[src/tmc_pkg.sv]
/*
  tmc_pkg: constants, state and mode codes and carrier types shared by
  the tape mechanism controller, its monitor, mechanism model and bench.
  Assumes a 100 MHz system clock and 32-bit APB register access.
*/
package tmc_pkg;

  // ==========================================================
  // clock and times
  localparam int CLK_MHZ          = 100;
  localparam int POWER_SETTLE_US  = 10000; // supply settle after power on
  localparam int BRAKE_US         = 20000; // capstan brake before power off
  localparam int POWER_SETTLE_CYC = POWER_SETTLE_US * CLK_MHZ;
  localparam int BRAKE_CYC        = BRAKE_US * CLK_MHZ;

  // ==========================================================
  // block format
  localparam int BLOCK_BYTES = 256;
  localparam int PTR_W       = 8;
  localparam int DIR_BLOCKS  = 3;
  localparam int COUNTS_PER_REV = 4;

  // ==========================================================
  // register offsets (byte addresses)
  localparam logic [7:0] OFF_CTRL   = 8'h00;
  localparam logic [7:0] OFF_STATUS = 8'h04;
  localparam logic [7:0] OFF_POS    = 8'h08;
  localparam logic [7:0] OFF_BLOCK  = 8'h0c;
  localparam logic [7:0] OFF_DATA   = 8'h10;
  localparam logic [7:0] OFF_PTR    = 8'h14;

  // control fields
  localparam int CTRL_OP_LSB    = 0;
  localparam int CTRL_START_BIT = 3;
  localparam int CTRL_STOP_BIT  = 4;
  localparam int CTRL_NEWVOL_BIT = 5;
  // block command fields
  localparam int BLK_KIND_LSB = 0;
  localparam int BLK_GO_BIT   = 2;
  // status fields
  localparam int ST_LOADED_BIT  = 0;
  localparam int ST_WE_BIT      = 1;
  localparam int ST_BUSY_BIT    = 2;
  localparam int ST_RUN_BIT     = 3;
  localparam int ST_BLKACT_BIT  = 4;
  localparam int ST_RDDATA_BIT  = 5;
  localparam int ST_DONE_BIT    = 8;
  localparam int ST_SEQERR_BIT  = 9;
  localparam int ST_PROTERR_BIT = 10;

  // reset values
  localparam logic [31:0] POS_RST  = 32'h0000_0000;
  localparam logic [15:0] BCNT_RST = 16'h0000;

  // ==========================================================
  // operations and capstan codes {c,b,a}
  typedef enum logic [2:0] {
    OP_READ  = 3'h0,
    OP_WRITE = 3'h1,
    OP_FFWD  = 3'h2,
    OP_FREW  = 3'h3,
    OP_SFWD  = 3'h4,
    OP_SREW  = 3'h5
  } tmc_op_t;

  localparam logic [2:0] CAP_FWD   = 3'h1;
  localparam logic [2:0] CAP_FFWD  = 3'h5;
  localparam logic [2:0] CAP_FREW  = 3'h6;
  localparam logic [2:0] CAP_SREW  = 3'h2;
  localparam logic [2:0] CAP_BRAKE = 3'h3;
  localparam logic [2:0] CAP_FLOAT = 3'h0;

  typedef enum logic [1:0] {
    BK_DIR  = 2'h0,
    BK_HDR  = 2'h1,
    BK_DATA = 2'h2,
    BK_EOF  = 2'h3
  } tmc_kind_t;

  typedef enum logic [1:0] {
    FS_NONE = 2'h0,
    FS_HDR  = 2'h1,
    FS_DATA = 2'h2
  } tmc_file_t;

  typedef enum logic [4:0] {
    S_IDLE  = 5'h01,
    S_POWER = 5'h02,
    S_HEAD  = 5'h04,
    S_RUN   = 5'h08,
    S_BRAKE = 5'h10
  } tmc_state_t;

  // ==========================================================
  // carriers
  typedef struct packed {
    logic capstanLineC;
    logic capstanLineB;
    logic capstanLineA;
    logic pinchMotorControl;
    logic eraseControlN;
    logic mechanismPowerControl;
    logic speedControlEnable;
  } tmc_mech_t;

  typedef struct packed {
    tmc_kind_t  kind;
    logic       first;
    logic [7:0] data;
  } tmc_byte_t;

endpackage

[src/tmc_tape_ctrl.sv]
/*
  tmc_tape_ctrl: microcassette mechanism and block sequencing control,
  APB register slave, pin synchronisers and a one-block byte buffer.
  Assumes a motor/head driver board on the mechanism pins and a same-clock
  byte serializer/deserializer on the tape byte streams.
*/
// Notes on behaviour
// - tape moves whole 256-byte blocks only
// - volume opens with three directory blocks
// - file is header, data blocks, end block
// - capstan code, erase, head load per operation
// - speed regulation off in fast modes
// - reel count pulses tracked, four per turn
// - pinch control high turns the cams
// - head position read from cam switch
// - erase low-active, only while writing
// - sample write-enable tab sense
// - mechanism powered only while in use
`timescale 1ns/10ps
module tmc_tape_ctrl
  import tmc_pkg::*;
#(
  parameter int SETTLE_CYC = tmc_pkg::POWER_SETTLE_CYC,
  parameter int BRAKE_LEN  = tmc_pkg::BRAKE_CYC
) (
  input  wire logic              clock,
  input  wire logic              rst,
  input  wire logic              psel,
  input  wire logic              penable,
  input  wire logic              pwrite,
  input  wire logic [7:0]        paddr,
  input  wire logic [31:0]       pwdata,
  output logic      [31:0]       prdata,
  output logic                   pready,
  output logic                   pslverr,
  input  wire logic              headPositionSwitch,
  input  wire logic              writeEnableSense,
  input  wire logic              reelCountInput,
  input  wire logic              tapeReadData,
  output tmc_pkg::tmc_mech_t     mechOut,
  output tmc_pkg::tmc_byte_t     wrByte,
  output logic                   wrValid,
  input  wire logic              wrReady,
  input  wire logic [7:0]        rdByte,
  input  wire logic              rdValid,
  output logic                   rdReady
);
  import tmc_pkg::*;

  // ==========================================================
  // declarations
  localparam int NPIN = 4;
  logic [NPIN-1:0] pinIn;
  logic [NPIN-1:0] syncA_ff, syncB_ff, syncC_ff, pinLvl_ff;
  logic            headLoaded, weOk, reelLvl, reelPrev_ff;
  tmc_state_t      state_ff, nxt_state;
  tmc_op_t         op_ff;
  logic [31:0]     cnt_ff;
  logic [31:0]     pos_ff;
  logic [15:0]     blkCnt_ff;
  logic [1:0]      dirCnt_ff;
  tmc_file_t       fileSt_ff;
  logic            blkAct_ff, fetch_ff, done_ff, seqErr_ff, protErr_ff;
  tmc_kind_t       blkKind_ff;
  logic [PTR_W-1:0] blkPtr_ff, bufPtr_ff;
  logic [PTR_W:0]  fill_ff;
  logic            ack_ff;
  logic [31:0]     rdMux;
  logic [7:0]      ramRd;
  logic            access, wrAcc, mapped;
  logic            ctrlWr, statWr, posWr, blkWr, dataWr, dataRd, ptrWr;
  logic            startReq, stopReq, opValid, goReq, goOk;
  logic            wrXfer, rdXfer, lastByte, ramWe;
  logic [PTR_W-1:0] ramWa, ramRa;
  logic [7:0]      ramWd;
  tmc_op_t         reqOp;
  tmc_kind_t       reqKind;

  // ==========================================================
  // helper functions
  function automatic logic needLoad(input tmc_op_t op);
    needLoad = (op == OP_READ) || (op == OP_WRITE);
  endfunction

  // order checker for directory and file structure
  function automatic logic kindLegal(input tmc_kind_t k,
                                     input logic [1:0] dc,
                                     input tmc_file_t fs);
    if (dc < 2'(DIR_BLOCKS))
    begin
      kindLegal = (k == BK_DIR);
    end
    else
    begin
      case (k)
        BK_HDR:  kindLegal = (fs == FS_NONE);
        BK_DATA: kindLegal = (fs != FS_NONE);
        BK_EOF:  kindLegal = (fs == FS_DATA);
        default: kindLegal = 1'b0;
      endcase
    end
  endfunction

  // ==========================================================
  // pin synchronisers, change taken when stages two and three agree
  assign pinIn = {tapeReadData, reelCountInput, writeEnableSense,
                  headPositionSwitch};
  genvar gi;
  generate
    for (gi = 0; gi < NPIN; gi++)
    begin : g_sync
      always_ff @(posedge clock or posedge rst)
      begin
        if (rst)
        begin
          syncA_ff[gi]  <= 1'b0;
          syncB_ff[gi]  <= 1'b0;
          syncC_ff[gi]  <= 1'b0;
          pinLvl_ff[gi] <= 1'b0;
        end
        else
        begin
          syncA_ff[gi] <= pinIn[gi];
          syncB_ff[gi] <= syncA_ff[gi];
          syncC_ff[gi] <= syncB_ff[gi];
          if (syncB_ff[gi] == syncC_ff[gi])
          begin
            pinLvl_ff[gi] <= syncC_ff[gi];
          end
        end
      end
    end
  endgenerate

  assign headLoaded = pinLvl_ff[0];
  assign weOk       = pinLvl_ff[1];
  assign reelLvl    = pinLvl_ff[2];

  // ==========================================================
  // apb decode, one wait state on every transfer
  assign access = psel & penable;
  assign pready = access & ack_ff;
  assign wrAcc  = pready & pwrite;
  assign mapped = (paddr == OFF_CTRL) || (paddr == OFF_STATUS) ||
                  (paddr == OFF_POS) || (paddr == OFF_BLOCK) ||
                  (paddr == OFF_DATA) || (paddr == OFF_PTR);
  // data port is refused while the tape owns the buffer
  assign pslverr = pready & (~mapped | ((paddr == OFF_DATA) & blkAct_ff));
  assign ctrlWr = wrAcc & (paddr == OFF_CTRL);
  assign statWr = wrAcc & (paddr == OFF_STATUS);
  assign posWr  = wrAcc & (paddr == OFF_POS);
  assign blkWr  = wrAcc & (paddr == OFF_BLOCK);
  assign ptrWr  = wrAcc & (paddr == OFF_PTR);
  assign dataWr = wrAcc & (paddr == OFF_DATA) & ~blkAct_ff;
  assign dataRd = pready & ~pwrite & (paddr == OFF_DATA) & ~blkAct_ff;

  always_ff @(posedge clock or posedge rst)
  begin
    if (rst)
    begin
      ack_ff <= 1'b0;
    end
    else
    begin
      ack_ff <= access & ~ack_ff;
    end
  end

  // read data mux, captured in the first access cycle
  always_comb
  begin
    rdMux = 32'h0000_0000;
    case (paddr)
      OFF_CTRL:   rdMux = {29'h0, op_ff};
      OFF_STATUS:
      begin
        rdMux[ST_LOADED_BIT]  = headLoaded;
        rdMux[ST_WE_BIT]      = weOk;
        rdMux[ST_BUSY_BIT]    = (state_ff != S_IDLE);
        rdMux[ST_RUN_BIT]     = (state_ff == S_RUN);
        rdMux[ST_BLKACT_BIT]  = blkAct_ff;
        rdMux[ST_RDDATA_BIT]  = pinLvl_ff[3];
        rdMux[ST_DONE_BIT]    = done_ff;
        rdMux[ST_SEQERR_BIT]  = seqErr_ff;
        rdMux[ST_PROTERR_BIT] = protErr_ff;
      end
      OFF_POS:    rdMux = pos_ff;
      OFF_BLOCK:  rdMux = {16'h0, blkCnt_ff};
      OFF_DATA:   rdMux = {24'h0, ramRd};
      OFF_PTR:    rdMux = {23'h0, fill_ff};
      default:    rdMux = 32'h0000_0000;
    endcase
  end

  always_ff @(posedge clock or posedge rst)
  begin
    if (rst)
    begin
      prdata <= 32'h0000_0000;
    end
    else if (access & ~ack_ff & ~pwrite)
    begin
      prdata <= rdMux;
    end
  end

  // ==========================================================
  // mechanism sequencer
  assign reqOp    = tmc_op_t'(pwdata[CTRL_OP_LSB +: 3]);
  assign opValid  = (pwdata[CTRL_OP_LSB +: 3] <= 3'h5);
  assign startReq = ctrlWr & pwdata[CTRL_START_BIT] & opValid &
                    (state_ff == S_IDLE) &
                    ~((reqOp == OP_WRITE) & ~weOk);
  assign stopReq  = ctrlWr & pwdata[CTRL_STOP_BIT];

  always_comb
  begin
    nxt_state = state_ff;
    case (state_ff)
      S_IDLE:  if (startReq) nxt_state = S_POWER;
      S_POWER: if (cnt_ff >= 32'(SETTLE_CYC - 1)) nxt_state = S_HEAD;
      S_HEAD:
      begin
        if (stopReq)
          nxt_state = S_BRAKE;
        else if (headLoaded == needLoad(op_ff))
          nxt_state = S_RUN;
      end
      S_RUN:
      begin
        if (stopReq | ((op_ff == OP_WRITE) & ~weOk))
          nxt_state = S_BRAKE;
      end
      S_BRAKE: if (cnt_ff >= 32'(BRAKE_LEN - 1)) nxt_state = S_IDLE;
      default: nxt_state = S_IDLE;
    endcase
  end

  always_ff @(posedge clock or posedge rst)
  begin
    if (rst)
    begin
      state_ff <= S_IDLE;
      op_ff    <= OP_READ;
      cnt_ff   <= 32'h0000_0000;
    end
    else
    begin
      state_ff <= nxt_state;
      if (startReq)
        op_ff <= reqOp;
      if (nxt_state != state_ff)
        cnt_ff <= 32'h0000_0000;
      else
        cnt_ff <= cnt_ff + 32'h0000_0001;
    end
  end

  // mechanism pins, registered
  always_ff @(posedge clock or posedge rst)
  begin
    if (rst)
    begin
      mechOut <= '{default: 1'b0, eraseControlN: 1'b1};
    end
    else
    begin
      mechOut.mechanismPowerControl <= (state_ff != S_IDLE);
      mechOut.pinchMotorControl <= (state_ff == S_HEAD) &
                                   (headLoaded != needLoad(op_ff));
      mechOut.eraseControlN <= ~((state_ff == S_RUN) &
                               (op_ff == OP_WRITE) & weOk);
      mechOut.speedControlEnable <= (state_ff == S_RUN) &
                             (op_ff != OP_FFWD) & (op_ff != OP_FREW);
      if (state_ff == S_RUN)
      begin
        case (op_ff)
          OP_FFWD: {mechOut.capstanLineC, mechOut.capstanLineB,
                    mechOut.capstanLineA} <= CAP_FFWD;
          OP_FREW: {mechOut.capstanLineC, mechOut.capstanLineB,
                    mechOut.capstanLineA} <= CAP_FREW;
          OP_SREW: {mechOut.capstanLineC, mechOut.capstanLineB,
                    mechOut.capstanLineA} <= CAP_SREW;
          default: {mechOut.capstanLineC, mechOut.capstanLineB,
                    mechOut.capstanLineA} <= CAP_FWD;
        endcase
      end
      else if (state_ff == S_BRAKE)
        {mechOut.capstanLineC, mechOut.capstanLineB,
         mechOut.capstanLineA} <= CAP_BRAKE;
      else
        {mechOut.capstanLineC, mechOut.capstanLineB,
         mechOut.capstanLineA} <= CAP_FLOAT;
    end
  end

  // ==========================================================
  // reel position, up when winding forward, down when rewinding
  always_ff @(posedge clock or posedge rst)
  begin
    if (rst)
    begin
      reelPrev_ff <= 1'b0;
      pos_ff      <= POS_RST;
    end
    else
    begin
      reelPrev_ff <= reelLvl;
      if (posWr)
        pos_ff <= pwdata;
      else if (reelLvl & ~reelPrev_ff)
      begin
        if ((op_ff == OP_FREW) | (op_ff == OP_SREW))
          pos_ff <= pos_ff - 32'h0000_0001;
        else
          pos_ff <= pos_ff + 32'h0000_0001;
      end
    end
  end

  // ==========================================================
  // block engine
  assign reqKind  = tmc_kind_t'(pwdata[BLK_KIND_LSB +: 2]);
  assign goReq    = blkWr & pwdata[BLK_GO_BIT];
  assign goOk = goReq & ~blkAct_ff & (state_ff == S_RUN) &
                needLoad(op_ff) & kindLegal(reqKind, dirCnt_ff, fileSt_ff) &
                ((op_ff != OP_WRITE) |
                 (fill_ff == (PTR_W+1)'(BLOCK_BYTES)));
  assign wrXfer   = wrValid & wrReady;
  assign rdXfer   = rdReady & rdValid;
  assign lastByte = (blkPtr_ff == PTR_W'(BLOCK_BYTES - 1));

  assign wrValid = blkAct_ff & (op_ff == OP_WRITE) & ~fetch_ff;
  assign rdReady = blkAct_ff & (op_ff == OP_READ);
  assign wrByte  = '{kind: blkKind_ff, first: (blkPtr_ff == '0),
                     data: ramRd};

  always_ff @(posedge clock or posedge rst)
  begin
    if (rst)
    begin
      blkAct_ff  <= 1'b0;
      fetch_ff   <= 1'b0;
      blkPtr_ff  <= '0;
      blkKind_ff <= BK_DIR;
      blkCnt_ff  <= BCNT_RST;
      dirCnt_ff  <= 2'h0;
      fileSt_ff  <= FS_NONE;
    end
    else
    begin
      fetch_ff <= 1'b0;
      if (goOk)
      begin
        blkAct_ff  <= 1'b1;
        fetch_ff   <= 1'b1;
        blkPtr_ff  <= '0;
        blkKind_ff <= reqKind;
      end
      else if (blkAct_ff & (wrXfer | rdXfer))
      begin
        blkPtr_ff <= blkPtr_ff + PTR_W'(1);
        fetch_ff  <= 1'b1;
        if (lastByte)
        begin
          blkAct_ff <= 1'b0;
          blkCnt_ff <= blkCnt_ff + 16'h0001;
          case (blkKind_ff)
            BK_DIR:  dirCnt_ff <= dirCnt_ff + 2'h1;
            BK_HDR:  fileSt_ff <= FS_HDR;
            BK_DATA: fileSt_ff <= FS_DATA;
            default: fileSt_ff <= FS_NONE;
          endcase
        end
      end
      else if (blkAct_ff & (state_ff != S_RUN))
        blkAct_ff <= 1'b0; // abandoned when the tape stops
      if (ctrlWr & pwdata[CTRL_NEWVOL_BIT] & ~blkAct_ff)
      begin
        dirCnt_ff <= 2'h0;
        fileSt_ff <= FS_NONE;
        blkCnt_ff <= BCNT_RST;
      end
    end
  end

  // sticky flags, a set in the clearing cycle wins
  always_ff @(posedge clock or posedge rst)
  begin
    if (rst)
    begin
      done_ff    <= 1'b0;
      seqErr_ff  <= 1'b0;
      protErr_ff <= 1'b0;
    end
    else
    begin
      done_ff <= (blkAct_ff & (wrXfer | rdXfer) & lastByte) |
                 (done_ff & ~(statWr & pwdata[ST_DONE_BIT]));
      seqErr_ff <= (goReq & ~goOk) |
                   (seqErr_ff & ~(statWr & pwdata[ST_SEQERR_BIT]));
      protErr_ff <= (ctrlWr & pwdata[CTRL_START_BIT] &
                     (reqOp == OP_WRITE) & ~weOk) |
                    ((state_ff == S_RUN) & (op_ff == OP_WRITE) & ~weOk) |
                    (protErr_ff & ~(statWr & pwdata[ST_PROTERR_BIT]));
    end
  end

  // software buffer pointer and fill count
  always_ff @(posedge clock or posedge rst)
  begin
    if (rst)
    begin
      bufPtr_ff <= '0;
      fill_ff   <= '0;
    end
    else
    begin
      if (ptrWr | goOk)
      begin
        bufPtr_ff <= '0;
        fill_ff   <= '0;
      end
      else if (dataWr | dataRd)
      begin
        bufPtr_ff <= bufPtr_ff + PTR_W'(1);
        if (dataWr && fill_ff != (PTR_W+1)'(BLOCK_BYTES))
          fill_ff <= fill_ff + (PTR_W+1)'(1);
      end
    end
  end

  // ==========================================================
  // block buffer
  assign ramWe = (blkAct_ff & rdXfer) | dataWr;
  assign ramWa = blkAct_ff ? blkPtr_ff : bufPtr_ff;
  assign ramWd = blkAct_ff ? rdByte : pwdata[7:0];
  assign ramRa = blkAct_ff ? blkPtr_ff : bufPtr_ff;

  tmc_block_ram #(
    .DEPTH (BLOCK_BYTES),
    .AW    (PTR_W)
  ) u_ram (
    .clock  (clock),
    .rst    (rst),
    .wrEn   (ramWe),
    .wrAddr (ramWa),
    .wrData (ramWd),
    .rdAddr (ramRa),
    .rdData (ramRd)
  );
endmodule // tmc_tape_ctrl

[src/tmc_block_ram.sv]
/*
  tmc_block_ram: one tape block of byte storage, one write port and one
  read port, read data registered.
  Assumes a single clock; no reset on the array itself.
*/
`timescale 1ns/10ps
module tmc_block_ram #(
  parameter int DEPTH = 256,
  parameter int AW    = 8
) (
  input  wire logic          clock,
  input  wire logic          rst,
  input  wire logic          wrEn,
  input  wire logic [AW-1:0] wrAddr,
  input  wire logic [7:0]    wrData,
  input  wire logic [AW-1:0] rdAddr,
  output logic      [7:0]    rdData
);
  logic [7:0] memArr [DEPTH];

  // ==========================================================
  // storage write
  always_ff @(posedge clock)
  begin
    if (wrEn)
    begin
      memArr[wrAddr] <= wrData;
    end
  end

  // registered read
  always_ff @(posedge clock or posedge rst)
  begin
    if (rst)
    begin
      rdData <= 8'h00;
    end
    else
    begin
      rdData <= memArr[rdAddr];
    end
  end
endmodule // tmc_block_ram

[config.mk]
export PLATFORM = sky130hd
export DESIGN_NAME = tmc_tape_ctrl
export DESIGN_NICKNAME = d
export VERILOG_FILES = /design/src/tmc_pkg.sv /design/src/tmc_tape_ctrl.sv /design/src/tmc_block_ram.sv
export SDC_FILE = /design/constraint.sdc
export NUM_CORES = 2
export LEC_CHECK = 0
export ABC_CLOCK_PERIOD_IN_PS = 5010
export BUFFER_PORTS_ARGS = -buffer_cell sky130_fd_sc_hd__buf_2
export CAP_MARGIN = 20
export CORE_ASPECT_RATIO = 1.2
export CORE_MARGIN = 2
export CORE_UTILIZATION = 57
export DETAILED_ROUTE_END_ITERATION = 8
export GPL_TIMING_DRIVEN = 0
export PLACE_DENSITY = 0.76
export SLEW_MARGIN = 25
export SYNTH_ARGS = -nofsm -noshare
export SYNTH_HDL_FRONTEND = slang
export SYNTH_SLANG_ARGS = --single-unit
[constraint.sdc]
create_clock -name clock -period 5.01 [get_ports clock]
set_input_delay 0.2505 -clock clock [delete_from_list [all_inputs] [get_ports clock]]
set_output_delay 0.2505 -clock clock [all_outputs]
set_load 0.1 [all_outputs]
# Word-level counts from Yosys, hierarchy flattened
# Memories as Yosys holds them, arrays and structs flattened. A register that Yosys moved wholly into a read port is not among the register bits.
# Index checks and enable logic that the tools add are counted.
[totals] ff_bits=181 mem_count=1 word_cells=254 out_inout_bits=54 in_bits=59 mem_bits_rw=2048
[mem_list] name="u_ram.memArr" depth=256 word_bits=8 rd=1 rd_clocked_by_memory_dff=1 wr=1 line_no="tmc_block_ram.sv:19" source="logic [7:0] memArr [DEPTH];"
[classes] add_sub_neg=8 bitwise=82 eq_ne=39 order_cmp=4 reduce_logical=27 mux=51
[ops] cell="2-to-1 mux 32 bit" n=4
[ops] cell="adder 32 x 1 -> 32 bit (second input constant)" n=2
[ops] cell="2-to-1 mux 16 bit" n=4
[ops] cell="bitwise AND 1 bit" n=57
[ops] cell="2-to-1 mux 8 bit" n=6
[ops] cell="one-hot mux 21 bit (2 select lines)" n=1
[ops] cell="one-hot mux 6 bit (6 select lines)" n=1
[ops] cell="greater-or-equal comparator 32 x 20 -> 1 bit (second input constant)" n=1
[ops] cell="greater-or-equal comparator 32 x 21 -> 1 bit (second input constant)" n=1
[ops] cell="subtractor 32 x 1 -> 32 bit (second input constant)" n=1
[ops] cell="2-to-1 mux 5 bit" n=6
[ops] cell="2-to-1 mux 9 bit" n=3
[ops] cell="one-hot mux 5 bit (5 select lines)" n=1
[ops] cell="2-to-1 mux 2 bit" n=10
[ops] cell="adder 16 x 1 -> 16 bit (second input constant)" n=1
[ops] cell="adder 8 x 1 -> 8 bit (second input constant)" n=2
[ops] cell="== test 8 x 4 -> 1 bit (second input constant)" n=2
[ops] cell="== test 8 x 5 -> 1 bit (second input constant)" n=2
[ops] cell="zero test 8 bit" n=2
[ops] cell="nonzero test 2 bit" n=8
[ops] cell="inverter 1 bit" n=13
[ops] cell="bitwise OR 1 bit" n=12
[ops] cell="one-hot mux 3 bit (4 select lines)" n=1
[ops] cell="adder 9 x 1 -> 9 bit (second input constant)" n=1
[ops] cell="other kinds (41)" n=69

# Longest topological paths before layout
[logic_depth] ltp_word=13 ltp_mapped=15 mapped_depth_nobuf=13

# By module
# Synthesis repeated with hierarchy kept, for this count alone.
[hier_totals] hier_cells=4919 hier_area_um2=90261.6
[modules_own_cells] module="tmc_block_ram" seq_area_each_um2=61699.2 instances=1 cells_per_inst=3762 area_per_inst_um2=79882.9
[modules_own_cells] module="tmc_tape_ctrl" seq_area_each_um2=4531.8 instances=1 cells_per_inst=1157 area_per_inst_um2=10378.7

# Least setup slack after synthesis
# OpenSTA, ideal clock, no wires.
[synth_path] path_kind="register to output" startpoint="reg blkAct_ff" endpoint="out wrValid" arrival_time_ns=3.635 path_stages_with_launch=7 n_path_buf=5 slack_ns=1.124 cell_sequence="dfrtp_1 -> buf_4 -> buf_4 -> buf_4 -> buf_4 -> clkbuf_1 -> nor3b_1"
[synth_between] elab_chain_cells=2
[synth_rtl] item="from (decl)" line_no="tmc_tape_ctrl.sv:63" source="logic blkAct_ff, fetch_ff, done_ff, seqErr_ff, protErr_ff;"
[synth_rtl] item="from (signal assigned)" line_no="tmc_tape_ctrl.sv:342" source="blkAct_ff <= 1'b0;"
[synth_rtl] item="from (signal assigned)" line_no="tmc_tape_ctrl.sv:355" source="blkAct_ff <= 1'b1;"
[synth_rtl] item="from (signal assigned)" line_no="tmc_tape_ctrl.sv:366" source="blkAct_ff <= 1'b0;"
[synth_rtl] item="bitwise AND 1 bit (2 in series)" line_no="tmc_tape_ctrl.sv:333" source="assign wrValid = blkAct_ff & (op_ff == OP_WRITE) & ~fetch_ff;"
[synth_rtl] item="to (decl)" line_no="tmc_tape_ctrl.sv:42" source="output logic wrValid,"
# No other way between the ends.

# Worst setup path in the final report
[layout_path] startpoint="reg blkAct_ff" endpoint="reg u_ram.rdData[0], read port of u_ram.memArr"
[layout_between] elab_chain_cells=1
[layout_rtl] item="2-to-1 mux 8 bit" line_no="tmc_tape_ctrl.sv:438" source="assign ramRa = blkAct_ff ? blkPtr_ff : bufPtr_ff;"
[layout_rtl] item="to (decl)" line_no="tmc_block_ram.sv:17" source="output logic [7:0] rdData"
# No other way between the ends.
# A chain may end at the register's enable or synchronous reset.

==> impl_summary.txt <==
----------------------------------------------------
[Logic synthesis]
  Number of library cell types mapped by synthesis ... 74
  Sequential fraction of the synthesis area ... 73.7%
  Post-synth EDFFs ... slightly above 2000
  Largest area contributor in the netlist ... sky130_fd_sc_hd__edfxtp_1
  Area of the mapped netlist ... 89900 µm²
  Mean Syn Cell Area ... 17.8 µm²
  Synthesis-stage register bit count ... about 2200
  Net count of the mapped netlist ... 5159
  Cell count after synthesis ... 5061
  Async S/R FF share, synth ... 8.45%
  Count of synthesis-stage warnings from yosys ... 0
  Most instantiated flip-flop cell in the synthesis netlist ... sky130_fd_sc_hd__edfxtp_1
  Synth top area share ... approximately two thirds
  Cells taking the most area after synthesis ... sky130_fd_sc_hd__edfxtp_1 68%, sky130_fd_sc_hd__mux4_2 12%, sky130_fd_sc_hd__dfrtp_1 5.2%

[Timing]
  Fin Clk Skew ... 0.0493 ns
  Relative slew margins ... 16.1%
  Final period util ... 107%
  RSZ-0062 raised after global routing ... true
  Number of pins exceeding their max-slew limit in the final report ... 0
  Maximum clock frequency ... around 0.19 GHz
  Endpoints failing hold ... 0
  Post-route worst setup slack ... -0.328 ns
  Minimum clock period ... 5.34 ns
  Final Setup Violations ... 969
  Least-Margin Pin Slew ... between 1 and 1.5 ns

[Place]
  Final RePlAce weighted congestion ... about 1.1
  Placed cell count ... 7299
  Placed wire-length estimate ... 236 mm
  Port-buffer cells ... 110
  Pre-CTS setup slack ... -1.86 ns
  Dpl cell area ... 94200 µm²

[Clock tree]
  TritonCTS sink count ... 2237
  TritonCTS clock tree ... built
  Reg clk slew, reported paths ... ~0.070 ns
  Count of H-tree levels built during CTS ... 4
  CTS buffer count ... 209
  CTS root buf ... sky130_fd_sc_hd__clkbuf_16
  Number of buffers on the longest clock path ... 3
  Clock Latency Late Sink ... around 0.9 ns

[Pwr]
  Static leakage ... approximately 0.033 µW
  Peak supply drop ... 0.000351 V
  Areal power density over the cells ... 374 nW/µm²

[Critical path]
  Setup crit start ... blkAct_ff
  Capturing instance or port of the critical path ... u_ram.rdData[0]
  Worst reg-to-reg setup slack ... -0.33 ns
  CP dominant cell by count ... sky130_fd_sc_hd__buf_6
  WP data arrival ... 6.00 ns
  Dominant delay contributor by cell family on the critical path ... buffers and inverters
  Critical path capture point type ... flip-flop
  Total buffers and inverters traversed by the critical path ... 7
  Slowest cell on the critical path ... sky130_fd_sc_hd__dfrtp_1
  Kind of critical path ... reg2reg
  Required @ worst endpoint ... 5.67 ns
  Worst Setup Start Kind ... flip-flop
  Cell breakdown of the critical path ... buf_4, mux2_2, buf_6, buf_6, buf_6, buf_8, buf_6, buf_8, mux4_2, nand4_1, nand4_1, a211oi_2, nand4_1
  Worst reg2reg path endpoint ... u_ram.rdData[0]
  Highest fanout seen on the critical path ... 11
  Cell depth of the worst setup path ... 13
  Critical Path Max Stage Delay ... 0.57 ns
  Worst Reg-to-Reg Cells ... 13
  Launch point of the worst reg-to-reg path ... blkAct_ff

[Drt]
  Per-cell routed wire length ... 44.8 µm
  Number of iterations in the first detailed-routing pass ... 8
  Count of vias placed by the detailed router ... approximately 57000
  Final routed DRC violation total ... 0
  Detailed Route WL ... between 300 and 400 mm
  Antenna-violating nets left ... 0
  Iter 0 DRT Violations ... 11200
  Number of vias per cell after detailed routing ... 7.30

[Run status]
  Violations in the final reports ... negative setup slack
  Result of the run ... complete, but fails checks

[Die]
  Die span in x ... 367 µm
  IO Count ... 113
  Die area ... 161000 µm²
  Number of cell rows ... 159
  Effective utilization at floorplan ... between 50 and 60%
  Die Span Y ... 439 µm
  Core Box Area ... 157000 µm²

[Global routing]
  Vias in the first global route ... 53500
  First-pass GRT wire length ... between 400 and 500 mm
  Pin count of the biggest net entering global routing ... 117
  Global-route total usage across every layer ... a little over two fifths
  Congestion Overflow GR ... 0
  Antenna violations before repair ... 30

[Layout]
  Commonest non-fill, non-tap cells in the layout ... 2048 x sky130_fd_sc_hd__edfxtp_1, 489 x sky130_fd_sc_hd__nand2_1, 481 x sky130_fd_sc_hd__mux4_2
  Layout-stage area growth over the synthesis result ... 14.8%
  Count of placed standard cells in the final layout, fillers left out ... a little under 8000
  Final instance area ... 103000 µm²
  Most frequent standard cell in the layout excluding fill and tap cells ... sky130_fd_sc_hd__edfxtp_1
  Final #Nets ... 5572
  Final Core Density ... 65.9%
  Share of final-layout standard cells stronger than drive strength 1 ... about a quarter

[Job]
  Max Cap Viol ... 0

[Min path]
  Cell count of the worst hold path ... 2
  Class of the tightest hold or removal check ... in2reg

----------------------------------------------------
==> stage by stage <==
stage | setup TNS (ns) | hold WS (ns) | total power [µW]
after floorplan | 0 | 0.282 | 21700
after global placement | -6051.24 | 0.335 | 22200
after detailed placement | -2008.92 | 0.319 | 22200
after CTS | -0.187 | 0.00382 | 38400
after global routing | -0.0172 | 0.0490 | 39200
final | -92.21 | 0.0427 | 38600
==> worst min path at each step <==
stage	startpoint	end	slack, ns
after floorplan	headPositionSwitch	syncA_ff[0]	0.28
after global placement	syncA_ff[2]	syncB_ff[2]	0.34
after detailed placement	rst	state_ff[1]	0.32
after CTS	rdByte[5]	u_ram.memArr[153][5]	0.004
after global routing	rdByte[5]	u_ram.memArr[153][5]	0.05
final	rdByte[5]	u_ram.memArr[155][5]	0.04
==> power by group <==
group	leakage, µW	switching (µW)	internal (µW)
registers	0.0209	160	20500
clock network	0.00346	7360	9350
logic	0.00904	827	399
total	0.0334	8340	30200
==> worst reg2reg max path: stages, from the launching register on <==
cell                       delay (ns)
sky130_fd_sc_hd__dfrtp_1         0.57
sky130_fd_sc_hd__buf_4           0.26
sky130_fd_sc_hd__mux2_2          0.18
sky130_fd_sc_hd__buf_6           0.33
sky130_fd_sc_hd__buf_6           0.40
sky130_fd_sc_hd__buf_6           0.34
sky130_fd_sc_hd__buf_8           0.39
sky130_fd_sc_hd__buf_6           0.39
sky130_fd_sc_hd__buf_8           0.39
sky130_fd_sc_hd__mux4_2          0.44
sky130_fd_sc_hd__nand4_1         0.31
sky130_fd_sc_hd__nand4_1         0.35
sky130_fd_sc_hd__a211oi_2        0.40
sky130_fd_sc_hd__nand4_1         0.35
==> cells by family after synthesis <==
group,synth area share [%]
DFF,73.7
and+or+nand+nor,6.64
muxes,13.2
AOI/OAI and AO/OA,3.21
buffers and inverters,1.78
xor gates and xnor gates,0.916
adders and majority gates,0.596
==> state kept, by name (all words and copies together) (netlist names), 8 cells and up <==
register      count
blkCnt_ff        16
blkPtr_ff         8
bufPtr_ff         8
cnt_ff           32
fill_ff           9
pos_ff           32
prdata           32
u_ram.memArr   2048
u_ram.rdData      8
==> routing by layer <==
metal	up-vias	track usage, %	part of all wire, %
met3	1451	17.1	15
li1	21000	-	-
met4	16	36.8	11
met1	28500	51.1	31
met2	5793	63.1	43
met5	-	0	0.092
==> cell usage after synthesis, types with 24 or more instances <==
cell type                  instances
sky130_fd_sc_hd__edfxtp_1       2048
sky130_fd_sc_hd__nand2_1         505
sky130_fd_sc_hd__a22oi_1          36
sky130_fd_sc_hd__a22o_1           24
sky130_fd_sc_hd__a21oi_1         107
sky130_fd_sc_hd__buf_4            38
sky130_fd_sc_hd__a32oi_1          27
sky130_fd_sc_hd__xor2_1           56
sky130_fd_sc_hd__mux2i_1          82
sky130_fd_sc_hd__buf_2            95
sky130_fd_sc_hd__clkbuf_1        107
sky130_fd_sc_hd__nor3_1           34
sky130_fd_sc_hd__nand4_1          77
sky130_fd_sc_hd__ha_1             38
sky130_fd_sc_hd__a31oi_1          30
sky130_fd_sc_hd__and3_1           38
sky130_fd_sc_hd__inv_1            31
sky130_fd_sc_hd__xnor2_1          38
sky130_fd_sc_hd__nand3_1         175
sky130_fd_sc_hd__dfrtp_1         187
sky130_fd_sc_hd__mux4_2          481
sky130_fd_sc_hd__nor2_1          459
sky130_fd_sc_hd__o21ai_0          56
==> final cells by class <==
class                      instances  area (µm²)
buffer                           272        1920
multi-input combinational       2514       23100
clock buffer                     248        5380
tap                             2093        2620
timing repair buffer             209        2020
clock inverter                   143        1750
inverter                          31         120
antenna                           19        47.5
fill                           10200       53300
sequential                      2237       66200
==> what timing repair did <==
action                                  4_1_cts  5_1_grt
hold endpoints to repair                    193        0
pin swaps                                     5        7
setup buffers                                 3        0
endpoints found under the setup margin     2056      397
gates resized for setup                     332       82
hold buffers                                 60        0
Power figures use the tool's default switching activity.
